<file path="config.mk">
export PLATFORM = sky130hd
export DESIGN_NAME = vopc_top
export DESIGN_NICKNAME = d
export VERILOG_FILES = /design/src/vopc_pkg.sv /design/src/vopc_top.sv /design/src/vopc_debounce.sv
export SDC_FILE = /design/constraint.sdc
export NUM_CORES = 1
export LEC_CHECK = 0
export BUFFER_PORTS_ARGS = -buffer_cell sky130_fd_sc_hd__buf_2
export CAP_MARGIN = 10
export CELL_PAD_IN_SITES_DETAIL_PLACEMENT = 2
export CELL_PAD_IN_SITES_GLOBAL_PLACEMENT = 2
export CORE_ASPECT_RATIO = 1.75
export CORE_UTILIZATION = 35
export DETAILED_ROUTE_END_ITERATION = 12
export PLACE_DENSITY_LB_ADDON = 0.1
export SYNTH_ARGS = -nofsm -noshare
export SYNTH_HDL_FRONTEND = slang
export SYNTH_SLANG_ARGS = --single-unit
</file>
<file path="constraint.sdc">
create_clock -name SYS_CLK -period 3.7 [get_ports SYS_CLK]
set_clock_uncertainty 0.05 [all_clocks]
set_input_delay 0.37 -clock SYS_CLK [delete_from_list [all_inputs] [get_ports SYS_CLK]]
set_output_delay 0.37 -clock SYS_CLK [all_outputs]
set_load 0.05 [all_outputs]
</file>
<file path="src/vopc_pkg.sv">
// Contract
// - Volume has exactly eight levels
// - Each debounced low pulse steps one level
// - Sweep down to minimum, then up to maximum
// - Load stored volume at power-up and reset
// - Shipped volume default is the highest level
// - Config bits two to zero also set volume
// - Button has pull-up, debounced press and release
// - Speaker pair tri-stated when down or unused
// - Config bit eight enables speaker, default on
// - Config bit seven selects aux current or voltage
// - Config bit nine powers down aux, default off
// - Current aux ramps up and down around operation
`default_nettype none
package vopc_pkg;
    localparam int VOL_W        = 3;
    localparam int CFG_W        = 10;
    localparam logic [2:0] VOL_MAX = 3'h7;
    localparam logic [2:0] VOL_MIN = 3'h0;
    localparam logic [2:0] NV_VOL_DEFAULT = 3'h7;
    localparam int VOL_LSB      = 0;
    localparam int VOL_MSB      = 2;
    localparam int AUX_TYPE_BIT = 7;
    localparam int SPK_EN_BIT   = 8;
    localparam int AUX_PD_BIT   = 9;
    // Speaker on, aux in current mode and powered, top volume
    localparam logic [9:0] CFG_DEFAULT = 10'h107;
    localparam int CLK_HZ       = 25_000_000;
    localparam int DEBOUNCE_US  = 20;
    localparam int DEBOUNCE_CYC = (CLK_HZ / 1_000_000) * DEBOUNCE_US;
    localparam int RAMP_STEPS   = 16;
    localparam int RAMP_STEP_US = 1;
    localparam int RAMP_STEP_CYC = (CLK_HZ / 1_000_000) * RAMP_STEP_US;
    typedef enum logic [1:0] {
        RAMP_IDLE = 2'b00,
        RAMP_UP   = 2'b01,
        RAMP_HOLD = 2'b10,
        RAMP_DOWN = 2'b11
    } vopc_ramp_t;
endpackage
`default_nettype wire

</file>
<file path="src/vopc_top.sv">
`default_nettype none
module vopc_top #(
    parameter int DEBOUNCE_CYCLES = vopc_pkg::DEBOUNCE_CYC,
    parameter int RAMP_STEPS      = vopc_pkg::RAMP_STEPS
) (
    input  wire logic                          SYS_CLK,
    input  wire logic                          RESETN,
    input  wire logic                          VOLUME_BUTTON_INPUT_N,
    input  wire logic [vopc_pkg::VOL_W-1:0]    NV_VOLUME_LEVEL,
    input  wire logic [vopc_pkg::CFG_W-1:0]    ANALOG_PATH_CONFIG,
    input  wire logic                          ANALOG_PATH_CONFIG_WE,
    input  wire logic                          POWER_DOWN,
    input  wire logic                          OPERATION_ACTIVE,
    input  wire logic                          SPEAKER_PWM_P,
    input  wire logic                          SPEAKER_PWM_N,
    output logic [vopc_pkg::VOL_W-1:0]         VOLUME_LEVEL,
    output logic                               VOLUME_DIR_UP,
    output logic                               SPEAKER_POS_OUT,
    output logic                               SPEAKER_POS_OE,
    output logic                               SPEAKER_NEG_OUT,
    output logic                               SPEAKER_NEG_OE,
    output logic                               AUX_VOLTAGE_MODE,
    output logic                               AUX_POWERED,
    output logic [$clog2(RAMP_STEPS+1)-1:0]    CURRENT_AUX_RAMP
);
    import vopc_pkg::*;
    localparam int RW = $clog2(RAMP_STEPS + 1);
    localparam int TW = $clog2(RAMP_STEP_CYC + 1);

    // Stepper, config, speaker and ramp state
    logic             btn_clean_n;
    logic             btn_fall;
    logic [VOL_W-1:0] vol_reg, vol_next;
    logic             dir_up_reg, dir_up_next;
    logic [CFG_W-1:0] cfg_reg, cfg_next;
    logic             sp_p_reg, sp_n_reg, sp_oe_reg;
    logic             sp_p_next, sp_n_next, sp_oe_next;
    vopc_ramp_t       ramp_reg, ramp_next;
    logic [RW-1:0]    lvl_reg, lvl_next;
    logic [TW-1:0]    tick_reg, tick_next;
    logic             loaded_reg, loaded_next;
    logic             aux_pwr_reg, aux_pwr_next;

    // Pad pull-up idles the pin high; only filtering happens here
    vopc_debounce #(
        .CYCLES(DEBOUNCE_CYCLES)
    ) u_deb (
        .sys_clk   (SYS_CLK),
        .resetn    (RESETN),
        .raw_n     (VOLUME_BUTTON_INPUT_N),
        .clean_n   (btn_clean_n),
        .fall_pulse(btn_fall)
    );

    // Volume stepper; a config write beats the button and the stored-level load
    always_comb begin
        vol_next    = vol_reg;
        dir_up_next = dir_up_reg;
        cfg_next    = cfg_reg;
        if (ANALOG_PATH_CONFIG_WE) begin
            cfg_next = ANALOG_PATH_CONFIG;
            vol_next = ANALOG_PATH_CONFIG[VOL_MSB:VOL_LSB];
            dir_up_next = (ANALOG_PATH_CONFIG[VOL_MSB:VOL_LSB] == VOL_MIN);
        end else if (!loaded_reg) begin
            vol_next    = NV_VOLUME_LEVEL;
            dir_up_next = (NV_VOLUME_LEVEL == VOL_MIN);
        end else if (btn_fall) begin
            if (dir_up_reg) begin
                vol_next = vol_reg + 1'b1;
                if (vol_next == VOL_MAX) begin
                    dir_up_next = 1'b0;
                end
            end else begin
                vol_next = vol_reg - 1'b1;
                if (vol_next == VOL_MIN) begin
                    dir_up_next = 1'b1;
                end
            end
        end
    end

    // Reset loads the default strap, the maximum; the stored level follows at the first edge after release
    always_ff @(posedge SYS_CLK) begin
        if (!RESETN) begin
            vol_reg    <= NV_VOL_DEFAULT;
            dir_up_reg <= 1'b0;
            cfg_reg    <= CFG_DEFAULT;
        end else begin
            vol_reg    <= vol_next;
            dir_up_reg <= dir_up_next;
            cfg_reg    <= cfg_next;
        end
    end

    // Output copy trails the stepper by one cycle, so the stored level
    // taken at the first edge after release shows at the second
    logic [VOL_W-1:0] vol_out_reg, vol_out_next;
    always_comb begin
        loaded_next  = 1'b1;
        vol_out_next = vol_reg;
    end

    always_ff @(posedge SYS_CLK) begin
        if (!RESETN) begin
            loaded_reg  <= 1'b0;
            vol_out_reg <= NV_VOL_DEFAULT;
        end else begin
            loaded_reg  <= loaded_next;
            vol_out_reg <= vol_out_next;
        end
    end

    // Aux power flag in its own flop, so the pin has no gate after it,
    // and it follows a config write on the same edge as the other flags
    always_comb begin
        aux_pwr_next = ~cfg_next[AUX_PD_BIT];
    end

    always_ff @(posedge SYS_CLK) begin
        if (!RESETN) begin
            aux_pwr_reg <= ~CFG_DEFAULT[AUX_PD_BIT];
        end else begin
            aux_pwr_reg <= aux_pwr_next;
        end
    end

    // Speaker pair: drive only when powered and enabled, else float
    always_comb begin
        sp_oe_next = ~POWER_DOWN & cfg_reg[SPK_EN_BIT] & OPERATION_ACTIVE;
        sp_p_next  = sp_oe_next & SPEAKER_PWM_P;
        sp_n_next  = sp_oe_next & SPEAKER_PWM_N;
    end

    always_ff @(posedge SYS_CLK) begin
        if (!RESETN) begin
            sp_oe_reg <= 1'b0;
            sp_p_reg  <= 1'b0;
            sp_n_reg  <= 1'b0;
        end else begin
            sp_oe_reg <= sp_oe_next;
            sp_p_reg  <= sp_p_next;
            sp_n_reg  <= sp_n_next;
        end
    end

    // Anti-pop ramp; voltage mode or power-down skips it entirely
    always_comb begin
        ramp_next = ramp_reg;
        lvl_next  = lvl_reg;
        tick_next = tick_reg;
        if (cfg_reg[AUX_PD_BIT] || cfg_reg[AUX_TYPE_BIT] || POWER_DOWN) begin
            ramp_next = RAMP_IDLE;
            lvl_next  = '0;
            tick_next = '0;
        end else begin
            case (ramp_reg)
                RAMP_IDLE: begin
                    if (OPERATION_ACTIVE) begin
                        ramp_next = RAMP_UP;
                    end
                end
                RAMP_UP: begin
                    if (!OPERATION_ACTIVE) begin
                        ramp_next = RAMP_DOWN;
                    end else if (tick_reg == TW'(RAMP_STEP_CYC - 1)) begin
                        tick_next = '0;
                        lvl_next  = lvl_reg + 1'b1;
                        if (lvl_next == RW'(RAMP_STEPS)) begin
                            ramp_next = RAMP_HOLD;
                        end
                    end else begin
                        tick_next = tick_reg + 1'b1;
                    end
                end
                RAMP_HOLD: begin
                    if (!OPERATION_ACTIVE) begin
                        ramp_next = RAMP_DOWN;
                    end
                end
                RAMP_DOWN: begin
                    if (lvl_reg == '0) begin
                        ramp_next = RAMP_IDLE;
                        tick_next = '0;
                    end else if (tick_reg == TW'(RAMP_STEP_CYC - 1)) begin
                        tick_next = '0;
                        lvl_next  = lvl_reg - 1'b1;
                    end else begin
                        tick_next = tick_reg + 1'b1;
                    end
                end
                default: begin
                    ramp_next = RAMP_IDLE;
                end
            endcase
        end
    end

    always_ff @(posedge SYS_CLK) begin
        if (!RESETN) begin
            ramp_reg <= RAMP_IDLE;
            lvl_reg  <= '0;
            tick_reg <= '0;
        end else begin
            ramp_reg <= ramp_next;
            lvl_reg  <= lvl_next;
            tick_reg <= tick_next;
        end
    end

    // Three-bit level covers exactly eight settings
    assign VOLUME_LEVEL     = vol_out_reg;
    assign VOLUME_DIR_UP    = dir_up_reg;
    assign SPEAKER_POS_OUT  = sp_p_reg;
    assign SPEAKER_NEG_OUT  = sp_n_reg;
    assign SPEAKER_POS_OE   = sp_oe_reg;
    assign SPEAKER_NEG_OE   = sp_oe_reg;
    assign AUX_VOLTAGE_MODE = cfg_reg[AUX_TYPE_BIT];
    assign AUX_POWERED      = aux_pwr_reg;
    assign CURRENT_AUX_RAMP = lvl_reg;
endmodule
`default_nettype wire

</file>
<file path="src/vopc_debounce.sv">
`default_nettype none
module vopc_debounce #(
    parameter int CYCLES = 500
) (
    input  wire logic sys_clk,
    input  wire logic resetn,
    input  wire logic raw_n,
    output logic      clean_n,
    output logic      fall_pulse
);
    localparam int CW = $clog2(CYCLES + 1);
    logic          clean_reg, clean_next;
    logic          fall_reg, fall_next;
    logic [CW-1:0] cnt_reg, cnt_next;

    // Accept a new level only after it stays put; both edges filtered
    always_comb begin
        clean_next = clean_reg;
        cnt_next   = '0;
        fall_next  = 1'b0;
        if (raw_n != clean_reg) begin
            if (cnt_reg == CW'(CYCLES - 1)) begin
                clean_next = raw_n;
                fall_next  = ~raw_n;
            end else begin
                cnt_next = cnt_reg + 1'b1;
            end
        end
    end

    // Idle level is released (pulled up)
    always_ff @(posedge sys_clk) begin
        if (!resetn) begin
            clean_reg <= 1'b1;
            cnt_reg   <= '0;
            fall_reg  <= 1'b0;
        end else begin
            clean_reg <= clean_next;
            cnt_reg   <= cnt_next;
            fall_reg  <= fall_next;
        end
    end

    assign clean_n    = clean_reg;
    assign fall_pulse = fall_reg;
endmodule
`default_nettype wire

</file>
==> results of run 1 <==
## worst max-delay path by stage
| stage | start | to | cells past startpoint |
|---|---|---|---|
| 2_1_floorplan | CURRENT_AUX_RAMP[0]$_SDFFE_PP0P_ | CURRENT_AUX_RAMP[3]$_SDFFE_PP0P_ | 7 |
| 3_3_place_gp | ramp_reg[1]$_SDFFE_PP0P_ | tick_reg[4]$_SDFFE_PP0P_ | 6 |
| 3_5_place_dp | ramp_reg[1]$_SDFFE_PP0P_ | tick_reg[4]$_SDFFE_PP0P_ | 6 |
| 4_1_cts | ramp_reg[1]$_SDFFE_PP0P_ | CURRENT_AUX_RAMP[3]$_SDFFE_PP0P_ | 6 |
| 5_1_grt | ramp_reg[1]$_SDFFE_PP0P_ | CURRENT_AUX_RAMP[3]$_SDFFE_PP0P_ | 6 |
| 6_report | ramp_reg[1]$_SDFFE_PP0P_ | tick_reg[4]$_SDFFE_PP0P_ | 6 |
## logic make-up after synthesis
family	count (synthesis)	share of synthesized area, %
muxes	9	4.92
and+or+nand+nor	84	21.8
DFF	38	39.4
adders and majority gates	15	9.72
xor gates and xnor gates	20	9.07
AOI/OAI and AO/OA	31	10.6
buffers and inverters	20	4.53
## routing by layer
metal | up-vias | part of all wire [%]
li1 | 795 | -
met4 | 0 | 1.6
met3 | 5 | 2.5
met5 | - | 0
met1 | 792 | 39
met2 | 22 | 57
## placed cells by master, fill, tap and decap left out, types with 3 or more instances in the layout
| master | n |
|---|---|
| inv_1 | 12 |
| o211ai_1 | 3 |
| nor2_1 | 25 |
| buf_2 | 31 |
| nand2b_1 | 3 |
| mux2i_1 | 5 |
| ha_1 | 15 |
| o21ai_0 | 4 |
| nand3_1 | 10 |
| nand4b_1 | 3 |
| clkbuf_8 | 5 |
| a211oi_1 | 3 |
| dfxtp_1 | 38 |
| mux2_2 | 4 |
| xor2_1 | 12 |
| nor2b_1 | 3 |
| or3_1 | 3 |
| a21oi_1 | 9 |
| xnor2_1 | 8 |
| nand2_1 | 25 |
## area by class of cell
type                       count  area, µm²  share of cell area [%]
sequential                    38        761                    33.9
clock inverter                 1       30.0                    1.34
tap                           74       92.6                    4.12
multi-input combinational    159       1080                    48.2
clock buffer                   7       76.3                    3.40
inverter                      13       48.8                    2.17
timing repair buffer          31        155                    6.90
## where the power goes
part / switching (mW) / internal [mW]
clock: 0.147 / 0.202
sequential: 0.0106 / 0.420
combinational: 0.0545 / 0.0311
total: 0.212 / 0.653
## through the flow
stage / instance area [µm²] / hold WS, ns / total power, mW / worst slack, ns / utilization [%]
detailed placement: 2140 / 0.415 / 0.525 / 1.56 / 40.4
global route: 2250 / 0.229 / 0.900 / 1.36 / 42.4
finish: 2250 / 0.221 / 0.864 / 1.57 / 42.4
global placement: 2140 / 0.398 / 0.522 / 1.57 / 40.4
CTS: 2250 / 0.219 / 0.878 / 1.54 / 42.4
floorplan: 1930 / 0.348 / 0.496 / 1.62 / -
## critical path, stage by stage (launching register included)
cell	delay, ns
dfxtp_1	0.41
ha_1	0.41
inv_1	0.19
o21ai_0	0.54
nand4_1	0.20
xor2_1	0.17
nor2_1	0.05
==> metrics.yaml, run 1 <==
outcome:
  status: "complete, no violations"
timing:
  fmax_mhz: 469
  finalHoldViolCount: 0
  final-setup-viol-count: 0
  fin_crit_ns: 2.13
  rsz0062_at_grt: "false"
  relSlewSlack_pct: 59.5
  setup_tns_ns: 0
  final_max_slew_viol_count: 0
  worstMarginPinSlew_ns: 0.602
  period_share_pct: 57.7
floorplanning:
  core_area_um2: 5300
  design.die.area_um2: 5830
  chipHeight_um: 100
  start_util_pct: 36.5
  die_x_um: 58.2
  row_count: 35
  ios: 36
placed_design:
  gp_congestion: 0.722
  dp_hpwl_um: 3510
  placedCellCount: 315
  io_buffers: 31
clock_tree:
  holdBufCountCts: 0
  cts_sinks: 38
  clockRootBuffer: "clkbuf_8"
  numCtsBuffers: 5
  cts_tree: "done"
  clk_latency_ns: 0.29
  cts.htree.levels: 2
  post_cts_buffers: 0
  clock_path_buffers: 2
  clk_pin_slew_worst_paths_ns: 0.08
  cts_resized: 0
grt:
  grt-ovfl-total: 0
  grt_util_met2_pct: 34.7
  grt_antenna_before_repair: 0
  top_usage_layer: "met2"
  grt_pass1_vias: 1721
  use_met3_pct: 2.96
  grtUsageMet1_pct: 18.3
  grt_max_degree: 16
  grt_pass1_wl_um: 7900
  track_usage_pct: 17.8
layout:
  fin_cells: 323
  nFillCells: 592
  drive_gt1_share_pct: 18.1
  area.growth.synth_to_final_pct: 16.3
  largest_reg_flops: 9
  diodes: 0
  nets: 284
drt:
  drt-initial-drc-count: 27
  num_vias: 1614
  finalWirelength_um: 4720
  first_pass_iters: 3
  drc: 0
  ant_nets: 0
  via_per_inst: 5.00
  wl_per_cell_um: 14.6
critical_path:
  crit_arrival_ns: 2.28
  r2r_cells: 6
  critPathMaxFanout: 9
  r2r_setup_slack_ns: 1.57
  endpoint_kind: "flip-flop"
  setup.worst_path.start_class: "flip-flop"
  critPathKind: "flip-flop to flip-flop"
  cp_data_required_time_ns: 3.84
  r2r-end: "tick_reg[4]$_SDFFE_PP0P_"
  r2r_start: "ramp_reg[1]$_SDFFE_PP0P_"
yosys:
  synth_edf_count: 0
  netlist_instances: 217
  ys_seq_elements: 38
  yosysTopAreaCell: "dfxtp_1"
  async_reset_ff_share_pct: 0
  ys.flop_type: "dfxtp_1"
  synth_cell_types: 44
  yosysMostFrequentCell: "dfxtp_1"
  netlist_area_um2: 1930
  synth_top_area_share_pct: 39.4
  synth_common_cells: "dfxtp_1 (38), nand2_1 (25), nor2_1 (25)"
  yosys_warnings: 0
  yosysSeqAreaShare_pct: 39.4
  synth_area_leaders: "dfxtp_1 (39%), ha_1 (9.7%), xor2_1 (5.4%)"
  avgSynthCellArea_um2: 8.90
  synth_nets: 253
power_and_ir_drop:
  p_leak_nw: 0.910
  ir_worst_vdd_mv: 0.191
  power_density_nw_per_um2: 385
worst_hold_path:
  hold-path-cell-count: 2
  min_path_type: "input pin to flip-flop"
  hold_end: "SPEAKER_NEG_OUT$_SDFF_PN0_"
  min_from: "SPEAKER_PWM_N"
run:
  drv_cap: 0
No activity file was read; power rests on OpenSTA's default activity.
==> run 2: changes to the inputs <==
Settings changed: CORE_UTILIZATION 35 to 33.
Clock period 3.7 ns to 2 ns, I/O delays scaled along.
==> run 2 against run 1 <==
  * Sequential share of layout area fell by 1.4 points
  * Register-to-register slack got worse by 1.5 ns
  * Die area rose by 5.9%
  * Core utilization fell by 0.34 points
  * Power rose by 110%
  * Critical endpoint is now ramp_reg[0]$_SDFFE_PP0P_
  * Combinational power rose by 89%
  * Clock power rose by 140%
  * Largest power group is now clock
  * Sequential power rose by 85%
==> metrics.yaml, run 2 (synthesized netlist as in run 1, its figures left out) <==
outcome:
  status: "complete, no violations"
worst_hold_path:
  hold-path-cell-count: 2  # unchanged
  min_path_type: "input pin to flip-flop"
  hold_end: "SPEAKER_POS_OUT$_SDFF_PN0_"
  min_from: "SPEAKER_PWM_P"
clock_tree:
  clk_pin_slew_worst_paths_ns: 0.08  # about the same
  clockRootBuffer: "clkbuf_8"
  cts.htree.levels: 2  # unchanged
  clock_path_buffers: 2  # unchanged
  clk_latency_ns: 0.30  # about the same
  cts_tree: "done"
  cts_sinks: 38  # unchanged
  numCtsBuffers: 5  # unchanged
floorplanning:
  core_area_um2: 5590  # +5.4%
  chipHeight_um: 103  # +2.9%
  die_x_um: 59.8  # +2.9%
  start_util_pct: 34.6  # -1.9 points
  ios: 36  # unchanged
  row_count: 36  # +2.9%
  design.die.area_um2: 6180  # +5.9%
layout:
  final_common_cell: "dfxtp_1"
  drive_gt1_share_pct: 22.7  # +4.6 points
  largest_reg_flops: 9  # unchanged
  nets: 291  # +2.5%
  fin_util_pct: 42.1  # -0.34 points
  nFillCells: 660  # +11%
  area.growth.synth_to_final_pct: 21.6
  final_cell_mix: "dfxtp_1 (36), buf_2 (31), nand2_1 (25)"
  diodes: 0  # unchanged
  fin_cells: 332  # +2.8%
timing:
  finalHoldViolCount: 0  # unchanged
  setup_tns_ns: 0  # unchanged
  fmax_mhz: 524  # +12%
  whs_ns: 0.0450  # -0.176 ns
  relSlewSlack_pct: 75.1  # +16 points
  worstMarginPinSlew_ns: 0.370  # -0.232 ns
  final_max_slew_viol_count: 0  # unchanged
  final-setup-viol-count: 0  # unchanged
  fin_crit_ns: 1.91  # -0.226 ns
  period_share_pct: 95.4  # +38 points
drt:
  drt-met1-wl_um: 1770  # -3.5%
  drt-initial-drc-count: 36  # +33%
  via_per_inst: 4.92  # -1.6%
  wl_per_cell_um: 14.5  # -0.96%
  drc: 0  # unchanged
  routed.top_layer: "met4"
  wl_met2_um: 2860  # +6.6%
  ant_nets: 0  # unchanged
  finalWirelength_um: 4800  # +1.8%
  first_pass_iters: 3  # unchanged
  wl_met3_um: 87  # -26%
  num_vias: 1633  # +1.2%
power_and_ir_drop:
  seq_power_share_pct: 44.6  # -5.2 points
  pwr-share-clk_pct: 46.2  # +5.9 points
  ir_worst_vdd_mv: 0.359  # +88%
  p_sw_mw: 0.410  # +94%
  combinationalPowerShare_pct: 9.1  # -0.8 points
  power_density_nw_per_um2: 757  # +97%
  sw_frac_of_total_pct: 23.0  # -1.5 points
  p_leak_nw: 0.966  # +6.1%
  p_int_mw: 1.37  # +110%
  finalPower_mw: 1.78  # +110%
placed_design:
  gp_congestion: 0.722  # about the same
  io_buffers: 31  # unchanged
  placedCellCount: 323  # +2.5%
  dp_hpwl_um: 3770  # +7.3%
critical_path:
  r2r_start: "CURRENT_AUX_RAMP[0]$_SDFFE_PP0P_"
  r2r-end: "ramp_reg[0]$_SDFFE_PP0P_"
  endpoint_kind: "flip-flop"
  setup.worst_path.start_class: "flip-flop"
  critPathKind: "flip-flop to flip-flop"
  r2r_cells: 7  # +1
  cp_data_required_time_ns: 2.15  # -1.69 ns
  r2r_setup_slack_ns: 0.09  # -1.47 ns
  critPathMaxFanout: 6  # -3
  crit_arrival_ns: 2.06  # -0.22 ns
grt:
  grt_pass1_wl_um: 7990  # +1.1%
  track_usage_pct: 17.3  # -0.43 points
  grt_antenna_before_repair: 0  # unchanged
  grt-ovfl-total: 0  # unchanged
  grt_pass1_vias: 1716  # -0.29%
  grt_max_degree: 15  # -1
run:
  drv_cap: 0  # unchanged
## run 2: cell type report
cell class	instances	area (µm²)	share of cell area, %
Multi-Input combinational cell	159	1090	46.5
Sequential cell	38	763	32.5
Timing Repair Buffer	38	208	8.84
Tap cell	76	95.1	4.05
Clock buffer	6	82.6	3.51
Clock inverter	2	60.1	2.56
Inverter	13	48.8	2.08
## run 2: through the flow
stage / setup slack (ns) / instance area [µm²]
after floorplan: 0.109 / 1930
after global placement: 0.198 / 2190
after detailed placement: 0.136 / 2190
after CTS: 0.0495 / 2330
after global routing: -0.00270 / 2350
final: 0.0924 / 2350
## run 2: power groups by stage
stage / combinational, mW / clock (mW) / sequential, mW
2_1_floorplan: 0.0822 / 0 / 0.836
3_3_place_gp: 0.159 / 0 / 0.812
3_5_place_dp: 0.163 / 0 / 0.813
4_1_cts: 0.166 / 0.847 / 0.795
5_1_grt: 0.183 / 0.854 / 0.798
6_report: 0.162 / 0.822 / 0.794
## run 2: layer usage
metal	vias to the layer above	GRT usage [%]
met3	6	2.36
li1	804	-
met4	0	6.98
met5	-	0
met1	802	17.6
met2	21	34.0
## run 2: what timing repair did
action	in CTS	in global routing
setup endpoints to repair	1	1
buffers inserted	0	1
resized for setup	1	2
hold buffers	0	0
cloned	0	0
## run 2: how the worst max path moves through the flow
stage                                                start                        to  slack [ns]  depth (start not counted)
after floorplan           CURRENT_AUX_RAMP[3]$_SDFFE_PP0P_  ramp_reg[0]$_SDFFE_PP0P_        0.11                          5
final                     CURRENT_AUX_RAMP[0]$_SDFFE_PP0P_  ramp_reg[0]$_SDFFE_PP0P_        0.09                          7
after CTS                 CURRENT_AUX_RAMP[0]$_SDFFE_PP0P_  ramp_reg[0]$_SDFFE_PP0P_        0.05                          7
after global placement    CURRENT_AUX_RAMP[0]$_SDFFE_PP0P_  ramp_reg[0]$_SDFFE_PP0P_        0.20                          7
after global routing      CURRENT_AUX_RAMP[0]$_SDFFE_PP0P_  ramp_reg[0]$_SDFFE_PP0P_      -0.003                          7
after detailed placement  CURRENT_AUX_RAMP[0]$_SDFFE_PP0P_  ramp_reg[0]$_SDFFE_PP0P_        0.14                          7
## run 2: critical path, stage by stage, from the launching register on
cell and delay (ns):
dfxtp_2 0.35, inv_1 0.08, ha_1 0.15, nor4b_4 0.32, o21a_2 0.19, inv_2 0.05, or3_1 0.38, a211oi_1 0.25
==> run 3: changes to the inputs <==
Settings changed: CORE_UTILIZATION 33 to 34, CTS_BUF_LIST from default to sky130_fd_sc_hd__clkbuf_4 sky130_fd_sc_hd__clkbuf_8.
==> run 3 against run 2 <==
  * Worst hold slack gained 0.00083 ns
  * Register-to-register slack improved by 0.08 ns
  * Sequential power about the same
  * Core utilization is 0.81 points lower
  * Critical endpoint unchanged
  * Largest cell class unchanged
==> metrics.yaml, run 3 (synthesized netlist as in run 1, its figures left out) <==
power_and_ir_drop:
  p_sw_mw: 0.418  # +2.0%
  power_density_nw_per_um2: 670  # -11%
  finalPower_mw: 1.53  # -14%
  p_leak_nw: 0.937  # -3.0%
  sw_frac_of_total_pct: 27.3  # +4.2 points
  combinationalPowerShare_pct: 10.5  # +1.4 points
  ir_worst_vdd_mv: 0.391  # +8.9%
  pwr-share-clk_pct: 37.6  # -8.6 points
  seq_power_share_pct: 51.9  # +7.3 points
  p_int_mw: 1.11  # -19%
clock_tree:
  post_cts_buffers: 0  # unchanged
  clock_path_buffers: 2  # unchanged
  holdBufCountCts: 0  # unchanged
  cts.htree.levels: 2  # unchanged
  clk_pin_slew_worst_paths_ns: 0.08  # about the same
  clk_latency_ns: 0.30  # about the same
  numCtsBuffers: 5  # unchanged
  cts_tree: "done"
  clockRootBuffer: "clkbuf_8"
  cts_resized: 0  # -1
  cts_sinks: 38  # unchanged
grt:
  grt_pass1_wl_um: 8290  # +3.7%
  grt-ovfl-total: 0  # unchanged
  use_met3_pct: 3.83  # +1.5 points
  grt_pass1_vias: 1793  # +4.5%
  grt_util_met2_pct: 36.8  # +2.8 points
  grt_antenna_before_repair: 0  # unchanged
  top_usage_layer: "met2"
  grt_max_degree: 15  # unchanged
  track_usage_pct: 18.6  # +1.3 points
  grtUsageMet1_pct: 17.5  # -0.065 points
timing:
  final_max_slew_viol_count: 0  # unchanged
  final-setup-viol-count: 0  # unchanged
  setup_ws_ns: 0.168  # +0.0755 ns
  setup_tns_ns: 0  # unchanged
  rsz0062_at_grt: "false"
  finalHoldViolCount: 0  # unchanged
  worstMarginPinSlew_ns: 0.387  # +0.0168 ns
  relSlewSlack_pct: 74.0  # -1.1 points
  fmax_mhz: 546  # +4.1%
  period_share_pct: 91.6  # -3.8 points
  fin_crit_ns: 1.83  # -0.0755 ns
worst_hold_path:
  hold-path-cell-count: 2  # unchanged
  min_from: "SPEAKER_PWM_P"
  min_path_type: "input pin to flip-flop"
  hold_end: "SPEAKER_POS_OUT$_SDFF_PN0_"
layout:
  diodes: 0  # unchanged
  final_common_cell: "dfxtp_1"
  nets: 290  # -0.34%
  drive_gt1_share_pct: 21.6  # -1.1 points
  largest_reg_flops: 9  # unchanged
  final_cell_mix: "dfxtp_1 (36), buf_2 (31), nor2_1 (25), nand2_1 (25), ha_1 (15)"
  nFillCells: 657  # -0.45%
  area.growth.synth_to_final_pct: 18.3
drt:
  finalWirelength_um: 4850  # +1.0%
  first_pass_iters: 4  # +1
  num_vias: 1645  # +0.73%
  via_per_inst: 4.97  # +1.0%
  drc: 0  # unchanged
  ant_nets: 0  # unchanged
  wl_per_cell_um: 14.7  # +1.3%
  drt-initial-drc-count: 30  # -17%
floorplanning:
  start_util_pct: 34.9  # +0.28 points
  die_x_um: 59.0  # -1.4%
  design.die.area_um2: 6000  # -2.9%
  chipHeight_um: 102  # -1.5%
  row_count: 36  # unchanged
  ios: 36  # unchanged
  core_area_um2: 5540  # -0.81%
critical_path:
  cp_data_required_time_ns: 2.16  # about the same
  r2r_cells: 7  # unchanged
  critPathKind: "flip-flop to flip-flop"
  endpoint_kind: "flip-flop"
  critPathMaxStageDelay_ns: 0.36  # -0.02 ns
  crit_arrival_ns: 1.99  # -0.07 ns
  cpLargestDelayFamily: "simple AND/OR/NAND/NOR gates"
  setup.worst_path.start_class: "flip-flop"
  path_cells: "inv_1, ha_1, nor4b_4, o21a_2, inv_2, or3_1, a211oi_1"
  r2r-end: "ramp_reg[0]$_SDFFE_PP0P_"
  critical_path.slowest_cell: "dfxtp_2"
  critPathMaxFanout: 6  # unchanged
  crit_buf_inv: 2  # unchanged
  r2r_setup_slack_ns: 0.17  # +0.08 ns
  r2r_start: "CURRENT_AUX_RAMP[0]$_SDFFE_PP0P_"
placed_design:
  gp_congestion: 0.728  # +0.83%
  io_buffers: 31  # unchanged
  dp_slack_ns: 0.164  # +0.0280 ns
  dp_hpwl_um: 3790  # +0.53%
outcome:
  status: "complete, no violations"
run:
  drv_cap: 0  # unchanged
-- run 3: cell types whose count changed in the layout (fill, tap and decap cells not counted) --
cell / delta
bufinv_16: -2
a2111oi_0: +1
a2111oi_2: -1
buf_4: -1
clkinv_2: +1
clkinvlp_4: +1
nor2_1: +1
nor2_2: -1
-- run 3: routing by layer --
metal  wire length [µm]  vias up  part of all wire, %
met5                  0        -                    0
met4                 98        0                  2.0
met1               1730      801                   36
met3                148        7                  3.1
met2               2870       31                   59
li1                   -      806                    -
-- run 3: area by class of cell --
class	count	area (µm²)	area share [%]
repair buffers	37	200	8.76
clock inverters	2	12.5	0.547
flip-flops and latches	38	763	33.4
clock buffers	6	82.6	3.61
multi-input cells	159	1080	47.4
well taps	76	95.1	4.16
inverters	13	48.8	2.13
-- run 3: stage by stage --
| step | instance area (µm²) | cells | hold slack, ns | util (%) |
|---|---|---|---|---|
| after floorplan | 1930 | 217 | 0.178 | - |
| after global placement | 2190 | 323 | 0.356 | 39.5 |
| after detailed placement | 2190 | 323 | 0.360 | 39.5 |
| after CTS | 2290 | 331 | 0.0389 | 41.3 |
| after global routing | 2290 | 331 | 0.0679 | 41.3 |
| final | 2290 | 331 | 0.0458 | 41.3 |
-- run 3: worst max-delay path by stage --
stage / from / to / slack [ns] / cells after the start
floorplan: CURRENT_AUX_RAMP[3]$_SDFFE_PP0P_ / ramp_reg[0]$_SDFFE_PP0P_ / 0.11 / 5
global placement: CURRENT_AUX_RAMP[0]$_SDFFE_PP0P_ / ramp_reg[0]$_SDFFE_PP0P_ / 0.19 / 7
detailed placement: CURRENT_AUX_RAMP[0]$_SDFFE_PP0P_ / ramp_reg[0]$_SDFFE_PP0P_ / 0.16 / 7
CTS: CURRENT_AUX_RAMP[0]$_SDFFE_PP0P_ / ramp_reg[0]$_SDFFE_PP0P_ / 0.15 / 7
global route: ramp_reg[1]$_SDFFE_PP0P_ / ramp_reg[0]$_SDFFE_PP0P_ / 0.04 / 7
finish: CURRENT_AUX_RAMP[0]$_SDFFE_PP0P_ / ramp_reg[0]$_SDFFE_PP0P_ / 0.17 / 7
-- run 3: power groups by stage --
stage | sequential, mW | clock [mW] | combinational [mW]
2_1_floorplan | 0.836 | 0 | 0.0822
3_3_place_gp | 0.813 | 0 | 0.160
3_5_place_dp | 0.814 | 0 | 0.163
4_1_cts | 0.797 | 0.604 | 0.165
5_1_grt | 0.799 | 0.626 | 0.180
6_report | 0.795 | 0.576 | 0.160
